**config.mk**
```make
export PLATFORM = sky130hd
export DESIGN_NAME = sarseq_top
export DESIGN_NICKNAME = d
export VERILOG_FILES = /design/src/sarseq_pkg.sv /design/src/sarseq_top.sv
export SDC_FILE = /design/constraint.sdc
export NUM_CORES = 1
export LEC_CHECK = 0
export ABC_AREA = 1
export BUFFER_PORTS_ARGS = -buffer_cell sky130_fd_sc_hd__buf_4
export CAP_MARGIN = 10
export CORE_MARGIN = 2
export CORE_UTILIZATION = 55
export DETAILED_ROUTE_END_ITERATION = 10
export GPL_TIMING_DRIVEN = 0
export MAX_ROUTING_LAYER = met4
export PLACE_DENSITY_LB_ADDON = 0.12
export SKIP_LAST_GASP = 1
export SLEW_MARGIN = 15
export SYNTH_ARGS = -nofsm -noshare
export SYNTH_HDL_FRONTEND = slang
export SYNTH_SLANG_ARGS = --single-unit
```
**constraint.sdc**
```tcl
create_clock -name core_clk -period 7.4 [get_ports core_clk]
set_clock_uncertainty 0.15 [all_clocks]
set_input_delay 0.74 -clock core_clk [delete_from_list [all_inputs] [get_ports core_clk]]
set_output_delay 0.74 -clock core_clk [all_outputs]
set_load 0.005 [all_outputs]
```
**src/sarseq_pkg.sv**
```systemverilog
// constants, register map and types of the conversion sequencer
package sarseq_pkg;

   // ------------------------------------------------------------
   // register byte addresses
   // ------------------------------------------------------------
   localparam logic [7:0] OFS_CTRL_A = 8'h00;
   localparam logic [7:0] OFS_CTRL_B = 8'h04;
   localparam logic [7:0] OFS_CHAN   = 8'h08;
   localparam logic [7:0] OFS_REFGN  = 8'h0C;
   localparam logic [7:0] OFS_RES_L  = 8'h10;
   localparam logic [7:0] OFS_RES_H  = 8'h14;
   localparam logic [7:0] OFS_PWR    = 8'h18;

   // ------------------------------------------------------------
   // field positions
   // ------------------------------------------------------------
   localparam int A_PS_LSB = 0;
   localparam int A_PS_MSB = 2;
   localparam int A_FLAG   = 4;
   localparam int A_AUTO   = 5;
   localparam int A_START  = 6;
   localparam int A_EN     = 7;
   localparam int B_TS_MSB = 2;
   localparam int B_LADJ   = 3;
   localparam int P_PRR    = 0;

   // ------------------------------------------------------------
   // timing in converter clock cycles, counted in half cycles
   // ------------------------------------------------------------
   localparam int NORM_CYC  = 15;
   localparam int NORM_SH   = 4;
   localparam int FIRST_CYC = 26;
   localparam int FIRST_SH  = 15;
   localparam logic [5:0] NORM_LAST  = 6'(2 * NORM_CYC - 1);
   localparam logic [5:0] NORM_SHH   = 6'(2 * NORM_SH);
   localparam logic [5:0] FIRST_LAST = 6'(2 * FIRST_CYC - 1);
   localparam logic [5:0] FIRST_SHH  = 6'(2 * FIRST_SH);
   localparam logic [2:0] TS_SELF    = 3'h0;
   localparam logic [1:0] RESP_OK    = 2'h0;
   localparam logic [1:0] RESP_ERR   = 2'h2;

   // ------------------------------------------------------------
   // types
   // ------------------------------------------------------------
   typedef struct packed {
      logic [5:0] ch;
      logic [2:0] reference_select_field;
      logic [1:0] gain;
   } sarseq_sel_t;

endpackage

```
**src/sarseq_top.sv**
```systemverilog
// conversion sequencer for a 10-bit successive approximation converter
//
// How it works
// - channel and reference selections reach the analog side only while enabled.
// - 10-bit result split over high and low bytes, right or left adjusted.
// - reading low byte locks both bytes until high byte is read; results lost meanwhile.
// - completion flag still sets when a result is discarded by the lock.
// - writing start begins one conversion; start reads one until it completes.
// - channel change during a conversion only takes effect after it.
// - auto-trigger rising edge resets the prescaler and starts a conversion.
// - trigger level at completion does not restart; edges during conversion ignored.
// - own completion flag as trigger gives continuous conversion after first start.
// - start write works in auto mode; start reads one during any conversion.
// - prescaler divides core clock, runs while enabled, held in reset otherwise.
// - a start write begins at the next rising converter clock edge.
// - normal conversion 15 converter cycles, sample-and-hold after 4.
// - first conversion after enable 26 cycles, sample-and-hold after 15.
// - with gain active, first conversion after a selection change is long too, except a free running restart.
// - completion writes results, sets flag, clears start in the same cycle.
// - auto-triggered conversion samples at 4.5 cycles and lasts 15.5 cycles.
// - free running restarts at once after completion, start stays high.
// - selections copied while idle, frozen during conversion, resumed at completion.
//
// The AXI4-Lite register port and the address map were chosen for this implementation.
`timescale 1ns/1ns
module sarseq_top
   import sarseq_pkg::*;
#(
   parameter int TRIG_N = 8
) (
   // clock and reset
   input  wire logic                 core_clk,
   input  wire logic                 nrst,
   // axi4-lite write
   input  wire logic [7:0]           s_axi_awaddr,
   input  wire logic                 s_axi_awvalid,
   output      logic                 s_axi_awready,
   input  wire logic [31:0]          s_axi_wdata,
   input  wire logic [3:0]           s_axi_wstrb,
   input  wire logic                 s_axi_wvalid,
   output      logic                 s_axi_wready,
   output      logic [1:0]           s_axi_bresp,
   output      logic                 s_axi_bvalid,
   input  wire logic                 s_axi_bready,
   // axi4-lite read
   input  wire logic [7:0]           s_axi_araddr,
   input  wire logic                 s_axi_arvalid,
   output      logic                 s_axi_arready,
   output      logic [31:0]          s_axi_rdata,
   output      logic [1:0]           s_axi_rresp,
   output      logic                 s_axi_rvalid,
   input  wire logic                 s_axi_rready,
   // trigger sources, bit 0 unused
   input  wire logic [TRIG_N-1:0]    trig_src,
   // analog side
   input  wire logic [9:0]           sar_data,
   output      sarseq_pkg::sarseq_sel_t sel_apply,
   output      logic                 analog_on,
   output      logic                 conv_busy,
   output      logic                 hold_pulse,
   output      logic                 conversion_complete_flag
);
   import sarseq_pkg::*;

   // ------------------------------------------------------------
   // state
   // ------------------------------------------------------------
   typedef enum logic [1:0] {
      SQ_IDLE = 2'b01,
      SQ_CONV = 2'b10
   } sarseq_st_t;

   sarseq_st_t  st_q;
   sarseq_sel_t buf_q, last_q, sel_q;
   logic [2:0]  ps_q, ts_q;
   logic        en_q, auto_q, ladj_q, prr_q, flag_q;
   logic        pend_q, first_q, lock_q, on_q, hold_q;
   logic [6:0]  pre_q;
   logic        phase_q;
   logic [5:0]  hcnt_q, last_h_q, sh_q;
   logic [7:0]  resh_q, resl_q;
   logic [2:0]  tsync_q;
   logic        awr_q, bv_q, arr_q, rv_q;
   logic [1:0]  bresp_q, rresp_q;
   logic [31:0] rdata_q;

   // ------------------------------------------------------------
   // decode
   // ------------------------------------------------------------
   function automatic logic [6:0] half_div(input logic [2:0] ps);
      half_div = (ps == 3'h0) ? 7'h01 : 7'(7'h01 << (ps - 3'h1));
   endfunction

   function automatic logic mapped(input logic [7:0] a);
      mapped = (a == OFS_CTRL_A) || (a == OFS_CTRL_B) || (a == OFS_CHAN) ||
               (a == OFS_REFGN) || (a == OFS_RES_L) || (a == OFS_RES_H) ||
               (a == OFS_PWR);
   endfunction

   wire        busy     = (st_q == SQ_CONV);
   wire        en_eff   = en_q & ~prr_q;
   wire        htick    = en_eff & (pre_q == half_div(ps_q) - 7'h01);
   wire        rise     = htick & ~phase_q;
   wire        done     = busy & htick & (hcnt_q == last_h_q);
   wire        free_run = auto_q & (ts_q == TS_SELF);
   wire        t_edge   = tsync_q[1] & ~tsync_q[2];
   // edges while converting or from the own flag never start anything
   wire        trig_go  = auto_q & en_eff & ~busy & (ts_q != TS_SELF) & t_edge;
   wire        single   = pend_q & rise & ~busy & ~trig_go;
   wire        go       = trig_go | single;
   wire        chg      = (buf_q.gain != 2'h0) & (buf_q != last_q);
   wire        long_c   = first_q | chg;
   wire        restart  = done & free_run & en_eff;
   wire [15:0] fmt      = ladj_q ? {sar_data, 6'h00} : {6'h00, sar_data};

   wire        wr_hs    = s_axi_awvalid & awr_q;
   wire        we       = wr_hs & s_axi_wstrb[0];
   wire [7:0]  wv       = s_axi_wdata[7:0];
   wire        rd_hs    = s_axi_arvalid & arr_q;
   wire        we_a     = we & (s_axi_awaddr == OFS_CTRL_A);
   wire        clr_flag = we_a & wv[A_FLAG];
   wire        rd_l     = rd_hs & (s_axi_araddr == OFS_RES_L);
   wire        rd_h     = rd_hs & (s_axi_araddr == OFS_RES_H);
   wire        start_rd = pend_q | busy;

   wire [7:0]  rd_val =
      (s_axi_araddr == OFS_CTRL_A) ? {en_q, start_rd, auto_q, flag_q, 1'b0, ps_q} :
      (s_axi_araddr == OFS_CTRL_B) ? {4'h0, ladj_q, ts_q} :
      (s_axi_araddr == OFS_CHAN)   ? {2'h0, buf_q.ch} :
      (s_axi_araddr == OFS_REFGN)  ? {3'h0, buf_q.reference_select_field, buf_q.gain} :
      (s_axi_araddr == OFS_RES_L)  ? resl_q :
      (s_axi_araddr == OFS_RES_H)  ? resh_q :
      (s_axi_araddr == OFS_PWR)    ? {7'h00, prr_q} : 8'h00;

   // ------------------------------------------------------------
   // bus slave
   // ------------------------------------------------------------
   always_ff @(posedge core_clk or negedge nrst) begin
      if (!nrst) begin
         awr_q   <= 1'b0;
         bv_q    <= 1'b0;
         bresp_q <= RESP_OK;
      end else begin
         awr_q <= s_axi_awvalid & s_axi_wvalid & ~awr_q & ~bv_q;
         if (wr_hs) begin
            bv_q    <= 1'b1;
            bresp_q <= mapped(s_axi_awaddr) ? RESP_OK : RESP_ERR;
         end else if (s_axi_bready) begin
            bv_q <= 1'b0;
         end
      end
   end

   always_ff @(posedge core_clk or negedge nrst) begin
      if (!nrst) begin
         arr_q   <= 1'b0;
         rv_q    <= 1'b0;
         rresp_q <= RESP_OK;
         rdata_q <= 32'h0;
      end else begin
         arr_q <= s_axi_arvalid & ~arr_q & ~rv_q;
         if (rd_hs) begin
            rv_q    <= 1'b1;
            rdata_q <= {24'h0, rd_val};
            rresp_q <= mapped(s_axi_araddr) ? RESP_OK : RESP_ERR;
         end else if (s_axi_rready) begin
            rv_q <= 1'b0;
         end
      end
   end

   // ------------------------------------------------------------
   // software registers
   // ------------------------------------------------------------
   always_ff @(posedge core_clk or negedge nrst) begin
      if (!nrst) begin
         en_q   <= 1'b0;
         auto_q <= 1'b0;
         ps_q   <= 3'h0;
         ts_q   <= 3'h0;
         ladj_q <= 1'b0;
         prr_q  <= 1'b0;
         buf_q  <= '0;
      end else if (we) begin
         unique case (s_axi_awaddr)
            OFS_CTRL_A: begin
               en_q   <= wv[A_EN];
               auto_q <= wv[A_AUTO];
               ps_q   <= wv[A_PS_MSB:A_PS_LSB];
            end
            OFS_CTRL_B: begin
               ts_q   <= wv[B_TS_MSB:0];
               ladj_q <= wv[B_LADJ];
            end
            OFS_CHAN:  buf_q.ch <= wv[5:0];
            OFS_REFGN: begin
               buf_q.reference_select_field <= wv[4:2];
               buf_q.gain <= wv[1:0];
            end
            OFS_PWR:   prr_q <= wv[P_PRR];
            default: ;
         endcase
      end
   end

   // ------------------------------------------------------------
   // prescaler and trigger synchroniser
   // ------------------------------------------------------------
   always_ff @(posedge core_clk or negedge nrst) begin
      if (!nrst) begin
         pre_q   <= 7'h00;
         phase_q <= 1'b0;
         tsync_q <= 3'h0;
      end else begin
         tsync_q <= {tsync_q[1:0], trig_src[ts_q]};
         // a trigger realigns the converter clock to a fixed delay
         if (!en_eff || trig_go) begin
            pre_q   <= 7'h00;
            phase_q <= 1'b0;
         end else if (htick) begin
            pre_q   <= 7'h00;
            phase_q <= ~phase_q;
         end else begin
            pre_q <= pre_q + 7'h01;
         end
      end
   end

   // ------------------------------------------------------------
   // conversion sequence
   // ------------------------------------------------------------
   always_ff @(posedge core_clk or negedge nrst) begin
      if (!nrst) begin
         st_q     <= SQ_IDLE;
         hcnt_q   <= 6'h00;
         last_h_q <= NORM_LAST;
         sh_q     <= NORM_SHH;
         pend_q   <= 1'b0;
         first_q  <= 1'b1;
         last_q   <= '0;
         hold_q   <= 1'b0;
      end else if (!en_eff) begin
         st_q    <= SQ_IDLE;
         pend_q  <= 1'b0;
         first_q <= 1'b1;
         hold_q  <= 1'b0;
      end else begin
         // decided one half tick early: the pulse flop adds the last step
         hold_q <= busy & htick & (hcnt_q == sh_q - 6'h01);
         if (we_a && wv[A_START] && wv[A_EN]) begin
            pend_q <= 1'b1;
         end else if (go) begin
            pend_q <= 1'b0;
         end
         if (go) begin
            st_q     <= SQ_CONV;
            hcnt_q   <= 6'h00;
            first_q  <= 1'b0;
            last_q   <= buf_q;
            // trigger starts half a cycle earlier than a clock edge
            last_h_q <= (long_c ? FIRST_LAST : NORM_LAST) + {5'h00, trig_go};
            sh_q     <= (long_c ? FIRST_SHH : NORM_SHH) + {5'h00, trig_go};
         end else if (restart) begin
            hcnt_q   <= 6'h00;
            last_h_q <= NORM_LAST;
            sh_q     <= NORM_SHH;
            last_q   <= buf_q;
         end else if (done) begin
            st_q <= SQ_IDLE;
         end else if (busy && htick) begin
            hcnt_q <= hcnt_q + 6'h01;
         end
      end
   end

   // ------------------------------------------------------------
   // selections, results and flag
   // ------------------------------------------------------------
   always_ff @(posedge core_clk or negedge nrst) begin
      if (!nrst) begin
         sel_q  <= '0;
         on_q   <= 1'b0;
         flag_q <= 1'b0;
         lock_q <= 1'b0;
         resh_q <= 8'h00;
         resl_q <= 8'h00;
      end else begin
         on_q <= en_eff;
         if (!en_eff) begin
            sel_q <= '0;
         end else if (!busy || done) begin
            sel_q <= buf_q;
         end
         // set wins over a clear in the same cycle
         if (done) begin
            flag_q <= 1'b1;
         end else if (clr_flag) begin
            flag_q <= 1'b0;
         end
         if (done && !lock_q) begin
            resh_q <= fmt[15:8];
            resl_q <= fmt[7:0];
         end
         if (rd_l) begin
            lock_q <= 1'b1;
         end else if (rd_h) begin
            lock_q <= 1'b0;
         end
      end
   end

   assign s_axi_awready = awr_q;
   assign s_axi_wready  = awr_q;
   assign s_axi_bvalid  = bv_q;
   assign s_axi_bresp   = bresp_q;
   assign s_axi_arready = arr_q;
   assign s_axi_rvalid  = rv_q;
   assign s_axi_rresp   = rresp_q;
   assign s_axi_rdata   = rdata_q;
   assign sel_apply     = sel_q;
   assign analog_on     = on_q;
   assign conv_busy     = busy;
   assign hold_pulse    = hold_q;
   assign conversion_complete_flag = flag_q;

   // ------------------------------------------------------------
   // checks
   // ------------------------------------------------------------
   property p_off_sel;
      @(posedge core_clk) disable iff (!nrst)
      !en_eff |=> (sel_q == '0) && !busy;
   endproperty
   a_off_sel: assert property (p_off_sel) else $error("selection applied while off");

   property p_pair;
      @(posedge core_clk) disable iff (!nrst)
      done && !lock_q |=> {resh_q, resl_q} == $past(fmt);
   endproperty
   a_pair: assert property (p_pair) else $error("result bytes not updated");

   property p_lock;
      @(posedge core_clk) disable iff (!nrst)
      done && lock_q |=> $stable(resh_q) && $stable(resl_q);
   endproperty
   a_lock: assert property (p_lock) else $error("locked result changed");

   property p_flag;
      @(posedge core_clk) disable iff (!nrst)
      done && en_eff |=> flag_q;
   endproperty
   a_flag: assert property (p_flag) else $error("flag missing at completion");

   property p_hold_sel;
      @(posedge core_clk) disable iff (!nrst)
      busy && $past(busy) && en_eff && !$past(done) |-> $stable(sel_q);
   endproperty
   a_hold_sel: assert property (p_hold_sel) else $error("selection moved in conversion");

   property p_trig;
      @(posedge core_clk) disable iff (!nrst)
      trig_go |=> busy && (pre_q == 7'h00) && start_rd;
   endproperty
   a_trig: assert property (p_trig) else $error("trigger did not start");

   property p_ignore;
      @(posedge core_clk) disable iff (!nrst)
      busy && !done && t_edge |=> hcnt_q == $past(hcnt_q) + {5'h00, $past(htick)};
   endproperty
   a_ignore: assert property (p_ignore) else $error("edge restarted conversion");

   property p_free;
      @(posedge core_clk) disable iff (!nrst)
      done && free_run && en_eff |=> busy && start_rd && (hcnt_q == 6'h00);
   endproperty
   a_free: assert property (p_free) else $error("free running stopped");

   property p_single;
      @(posedge core_clk) disable iff (!nrst)
      single && en_eff |=> busy && !pend_q;
   endproperty
   a_single: assert property (p_single) else $error("start not taken at edge");

   property p_pre_off;
      @(posedge core_clk) disable iff (!nrst)
      !en_eff |=> (pre_q == 7'h00) && !phase_q;
   endproperty
   a_pre_off: assert property (p_pre_off) else $error("prescaler ran while off");

   property p_end;
      @(posedge core_clk) disable iff (!nrst)
      done && !free_run && en_eff |=> !busy && flag_q && (!start_rd || pend_q);
   endproperty
   a_end: assert property (p_end) else $error("start bit not cleared");

endmodule

```
**Word level (Yosys, flattened, before mapping)**

Cells that the tools add are included.
W data, S select, Z words.

- Bits in registers: 112
- Bits of input ports: 77
- Logic and storage cells: 201
- Output and inout bits: 56

- Mux-type cells: 48
- Reduce and logical (&&, ||, !) cells: 42
- Eq/ne operators: 23
- Bitwise logic cells: 42
- Shift operators: 1
- Add/sub/neg operators: 7
- $lt $le $gt $ge: 1

Operator list:

| cell | count |
|---|---|
| $mux W6 | 9 |
| $eq A8 B5 Y1 const B | 6 |
| $mux W8 | 6 |
| $mux W11 | 4 |
| $eq A8 B4 Y1 const B | 4 |
| $and A1 B1 Y1 | 30 |
| $mux W7 | 3 |
| $mux W1 | 17 |
| $eq A8 B3 Y1 const B | 2 |
| $logic_not A8 Y1 | 2 |
| $mux W16 | 1 |
| $logic_or A1 B1 Y1 | 14 |
| $reduce_and A2 Y1 | 7 |
| $reduce_bool A2 Y1 | 7 |
| $eq A6 B6 Y1 | 2 |
| $mux W2 | 6 |
| $ne A11 B11 Y1 | 1 |
| $ne A3 B1 Y1 const B | 3 |
| $not A1 Y1 | 9 |
| $add A7 B1 Y7 const B | 1 |
| $eq A7 B7 Y1 | 1 |
| $shl A1 B3 Y7 const A | 1 |
| $sub A7 B1 Y7 const B | 1 |
| $add A5 B1 Y6 | 1 |
| other kinds (16) | 26 |

**Logic depth before layout (Yosys ltp)**

- Depth after elaboration: 14
- Mapped depth: 17
- Gate-level depth less buffers: 16

**Worst setup path before layout**

Ideal clock, no wire load.

- Path type: flip-flop to flip-flop
- Start: reg ps_q[1]
- End: reg sel_q (netlist bit sel_apply[0])
- Arrival time: 2142 ps
- Clock period less this slack: 2418 ps
- Cell stages (with the launch flop): 17
- Library setup time: 126 ps
- Data required time: 7124 ps
- Path slack: 4982 ps
- Path through: dfrtp_1 > buf_2 > nor2_1 > inv_1 > ha_1 > or2_2 > nand3_1 > nor2_1 > nand2_1 > nor2_4 > nand4_4 > inv_4 > nand2_4 > nand3_2 > buf_4 > nand3_1 > o21ai_0

- Word-level cells in the longest chain between the ends: 10
- Elaborated cells between the ends (all ways): 11
- Classes of those cells: add/sub: 2; eq/ne: 2; shift: 1; mux: 1; bitwise: 3; reduce/logical: 2

RTL lines:

| what | line | source |
|---|---|---|
| start: declaration | sarseq_top.sv:75 | `logic [2:0] ps_q, ts_q;` |
| start signal: assignment | sarseq_top.sv:189 | `ps_q <= wv[A_PS_MSB:A_PS_LSB];` |
| $sub A3 B1 Y3 | sarseq_top.sv:91 | `half_div = (ps == 3'h0) ? 7'h01 : 7'(7'h01 << (ps - 3'h1));` |
| $shl A1 B3 Y7 | sarseq_top.sv:91 |  |
| $mux W7 * | sarseq_top.sv:91 |  |
| $sub A7 B1 Y7 * | sarseq_top.sv:102 | `wire htick = en_eff & (pre_q == half_div(ps_q) - 7'h01);` |
| $eq A7 B7 Y1 * | sarseq_top.sv:102 |  |
| $and A1 B1 Y1 * | sarseq_top.sv:102 |  |
| $and A1 B1 Y1 * (2 in a row) | sarseq_top.sv:104 | `wire done = busy & htick & (hcnt_q == last_h_q);` |
| $logic_or A1 B1 Y1 * | sarseq_top.sv:291 | `end else if (!busy \|\| done) begin` |
| $ne A2 B1 Y1 (no line) * | - |  |
| end signal: assignment | sarseq_top.sv:292 | `sel_q <= buf_q;` |
| end: declaration | sarseq_top.sv:74 | `sarseq_sel_t buf_q, last_q, sel_q;` |

Mark *: on every way between the ends. The rest lies on a longest branch, timed or not.
A chain may end at the register's enable or synchronous reset.

**Final worst setup path**

- Start: reg ps_q[1]
- End: reg hcnt_q[4]

- Word-level cells in the longest chain between the ends: 13
- Elaborated cells between the ends (all ways): 22
- Classes of those cells: add/sub: 2; eq/ne: 2; shift: 1; mux: 3; bitwise: 10; reduce/logical: 4

RTL lines:

| what | line | source |
|---|---|---|
| $sub A3 B1 Y3 | sarseq_top.sv:91 |  |
| $shl A1 B3 Y7 | sarseq_top.sv:91 |  |
| $mux W7 * | sarseq_top.sv:91 |  |
| $sub A7 B1 Y7 * | sarseq_top.sv:102 |  |
| $eq A7 B7 Y1 * | sarseq_top.sv:102 |  |
| $and A1 B1 Y1 * | sarseq_top.sv:102 |  |
| $and A1 B1 Y1 | sarseq_top.sv:103 | `wire rise = htick & ~phase_q;` |
| $and A1 B1 Y1 (3 in a row) | sarseq_top.sv:109 | `wire single = pend_q & rise & ~busy & ~trig_go;` |
| $or A1 B1 Y1 | sarseq_top.sv:110 | `wire go = trig_go \| single;` |
| $ne A3 B1 Y1 (no line) / $reduce_bool A3 Y1 (equally long branches) | - |  |
| $reduce_and A3 Y1 (no line) | - |  |
| end signal: assignment | sarseq_top.sv:271 | `hcnt_q <= hcnt_q + 6'h01;` |
| end: declaration | sarseq_top.sv:80 | `logic [5:0] hcnt_q, last_h_q, sh_q;` |

Marked as above.

==> results.yml <==
run_status:
  run_status: "completed"
die:
  initial_utilization_pct: 57.0
  design.die.area_um2: 11000
  die-height_um: 105
  count_of_boundary_i_o_pins: 133
  floorplan.die.width_um: 105
  floorplan.rows: 36
  fp.coreArea_um2: 9820
critical_path:
  biggest_cell_delay_along_the_critical_path_ns: 0.37
  path_depth: 14
  worst-path-buf-inv: 4
  cp_cell_sequence: "buf_2 -> nor2_1 -> inv_1 -> ha_1 -> inv_1 -> nand4_1 -> nand3_1 -> nand2_1 -> nor2_2 -> nand4_4 -> a21oi_1 -> inv_1 -> nand3_1 -> nand2_1"
  timing.critical_path.from_type: "flop"
  timing.critical_path.arrival_ns: 2.89
  crit_path_top_delay_cell: "dfrtp_1"
  critPathMostFrequentCell: "inv_1"
  timing.critical_path.fanout_max: 8
  worst_setup_path_startpoint: "ps_q[1]$_DFFE_PN0P_"
  worst_setup_path_endpoint: "hcnt_q[4]$_DFFE_PN0P_"
  worst_ep_required_time_ns: 7.51
  r2r_end: "hcnt_q[4]$_DFFE_PN0P_"
  regToRegStartpoint: "ps_q[1]$_DFFE_PN0P_"
  regToRegSetupSlack_ns: 4.62
  critical_path.endpoint_type: "flop"
  cp_top_family: "simple AND/OR/NAND/NOR gates"
  worst-setup-path-type: "reg -> reg"
  ff2ff_path_depth: 14
cts:
  tritoncts.num_buffers: 9
  cts-root-buf: "clkbuf_8"
  cts_max_level: 3
  clk_latency_ns: 0.38
  clock_path_buffers: 2
  clkSlewWorstSetupHoldPaths_ns: 0.10
  tritoncts: "yes"
  cts_hold_buffers: 0
  post_cts_resize_count: 0
  postCtsSetupBuffers: 0
  clock_sinks: 105
sta:
  ratio_of_final_minimum_period_to_clock_period_pct: 37.6
  min_period_ns: 2.78
  final.setup.tns_ns: 0
  max_freq_ghz: 0.360
  count_of_final_setup_violators: 0
  unrepaired_setup_endpoints_after_global_routing: "no"
  tightest_slew_ns: 0.940
  timing.final.max_slew_violations: 0
  final_hold_viol_count: 0
  timing.final.ws_setup_ns: 4.62
  max_slew_margin_vs_limit_pct: 37.3
final_layout:
  layout.filler_cells: 800
  multiInputGateArea_um2: 2410
  final_cell_mix: "nand2_1, buf_4, dfrtp_1, inv_1, nand3_1"
  nets: 890
  final_common_cell: "nand2_1"
  final_layout_size_suffix_gt1_share_pct: 19.3
  final_area_um2: 6680
  layout-area-overhead-vs-synth_pct: 19.3
  diodes: 0
  register_area_um2: 2640
route:
  met3WireLength_um: 951
  drt_first_iter_violations: 248
  route.met2.wl_um: 6540
  wire_length_reported_by_the_detailed_router_um: 13400
  drt_pre_antenna_iters: 7
  dr.max_layer_used: "met4"
  post_drt_wl_per_cell_um: 14.2
  ant_nets: 0
  dr_total_vias: 4991
  route.layer.met1.wl_um: 5740
  vias_per_cell: 5.28
  post-route-drc-count: 0
grt:
  global_route.overflow_total: 0
  grt_first_pass_wirelength_um: 22200
  first_global_vias: 4853
  largest_net_degree_at_the_start_of_global_routing: 106
  grt_antenna_before_repair: 0
  grt_use_total_pct: 26.0
place:
  buffer_ports.inserted: 79
  place.gp.congestion: 0.931
  placedInstanceArea_um2: 6460
  dp_hpwl_um: 9870
  pre_cts_ws_ns: 4.64
synthesis:
  synth-seq-cells: 105
  yosysSeqAreaShare_pct: 47.1
  dominantRegCellSynth: "dfrtp_1"
  synth_enable_flop_cells: 0
  yosysWarnings: 0
  post_synth_inst_count: 692
  syn_area_per_cell_um2: 8.09
  ys_types: 44
  postSynth.asyncResetShare_pct: 100
  mappedNetlistArea_um2: 5600
worst_hold_path:
  hold_path_class: "reg -> reg"
pwr:
  vdd.ir_drop.worst_v: 0.000123
  static-leakage-power_nw: 3.52
  p_per_area_nw_per_um2: 220
flow_run:
  drv_cap: 0
==> layer usage <==
metal / global-route usage, % / vias up
met5: - / -
met4: 7.81 / 0
met3: 5.55 / 18
met2: 41.6 / 205
met1: 33.6 / 2330
li1: - / 2438
==> per-stage QoR <==
stage / hold slack (ns) / std cells / total power, mW / utilization (%)
after floorplan: 0.181 / 717 / 0.949 / -
after global placement: 0.183 / 929 / 1.06 / 65.7
after detailed placement: 0.186 / 929 / 1.08 / 65.8
after CTS: 0.222 / 945 / 1.47 / 68.1
after global routing: 0.230 / 945 / 1.56 / 68.1
final: 0.220 / 945 / 1.47 / 68.1
==> layout make-up <==
cell class	instances	share of cell area (%)
Buffer	47	4.64
Tap cell	133	2.49
Sequential cell	105	39.4
Timing Repair Buffer	79	8.93
Multi-Input combinational cell	476	36.1
Clock inverter	7	1.53
Clock buffer	9	1.85
Inverter	89	5.04
==> state kept, by name (all words and copies together) (netlist names), 3 cells and up <==
signal       flops
buf_q           11
last_q          11
sel_apply       11
resh_q           8
resl_q           8
s_axi_rdata      8
pre_q            7
hcnt_q           6
last_h_q         5
ps_q             3
ts_q             3
tsync_q          3
==> kinds of logic after synthesis <==
family | Yosys count | share of synthesized area, %
multiplexers | 1 | 0.201
AO/OA/AOI/OAI | 108 | 10.6
other | 1 | 0.0670
buffers and inverters | 136 | 11.6
flip-flops | 105 | 47.1
adder cells (fa/ha/maj) | 6 | 1.34
AND/OR/NAND/NOR | 313 | 25.7
XOR/XNOR | 22 | 3.44
==> synth_stat cells, drive strengths merged (8+ instances only) <==
cell | number | share of area, %
a21oi | 15 | 1.3
inv | 89 | 6.0
nand2 | 156 | 11
nand3 | 80 | 7.6
clkbuf | 8 | 0.54
o21ai | 73 | 6.5
nand4 | 15 | 1.9
nor2 | 47 | 3.9
buf | 39 | 5.0
dfrtp | 99 | 44
xor2 | 18 | 2.8
nor3 | 10 | 1.1
==> worst register-to-register path, delay by kind of cell (launching register included) <==
| kind | cells | cell delay, ns |
|---|---|---|
| buffers and inverters | 4 | 0.51 |
| DFF | 1 | 0.37 |
| adders and majority gates | 1 | 0.24 |
| AOI/OAI and AO/OA | 1 | 0.37 |
| and+or+nand+nor | 8 | 1.05 |
==> worst min-delay path by stage <==
| stage | from | slack (ns) | to | cells after the start |
|---|---|---|---|---|
| floorplan | tsync_q[0]$_DFF_PN0_ | 0.18 | tsync_q[1]$_DFF_PN0_ | 0 |
| global placement | tsync_q[0]$_DFF_PN0_ | 0.18 | tsync_q[1]$_DFF_PN0_ | 0 |
| detailed placement | tsync_q[0]$_DFF_PN0_ | 0.19 | tsync_q[1]$_DFF_PN0_ | 0 |
| CTS | tsync_q[0]$_DFF_PN0_ | 0.22 | tsync_q[1]$_DFF_PN0_ | 0 |
| global route | tsync_q[0]$_DFF_PN0_ | 0.23 | tsync_q[1]$_DFF_PN0_ | 0 |
| finish | tsync_q[0]$_DFF_PN0_ | 0.22 | tsync_q[1]$_DFF_PN0_ | 0 |
==> report_power, final <==
group          internal [mW]  switching (mW)
combinational          0.150           0.219
clock                  0.194           0.204
sequential             0.651          0.0498
No activity file was read; power rests on OpenSTA's default activity.
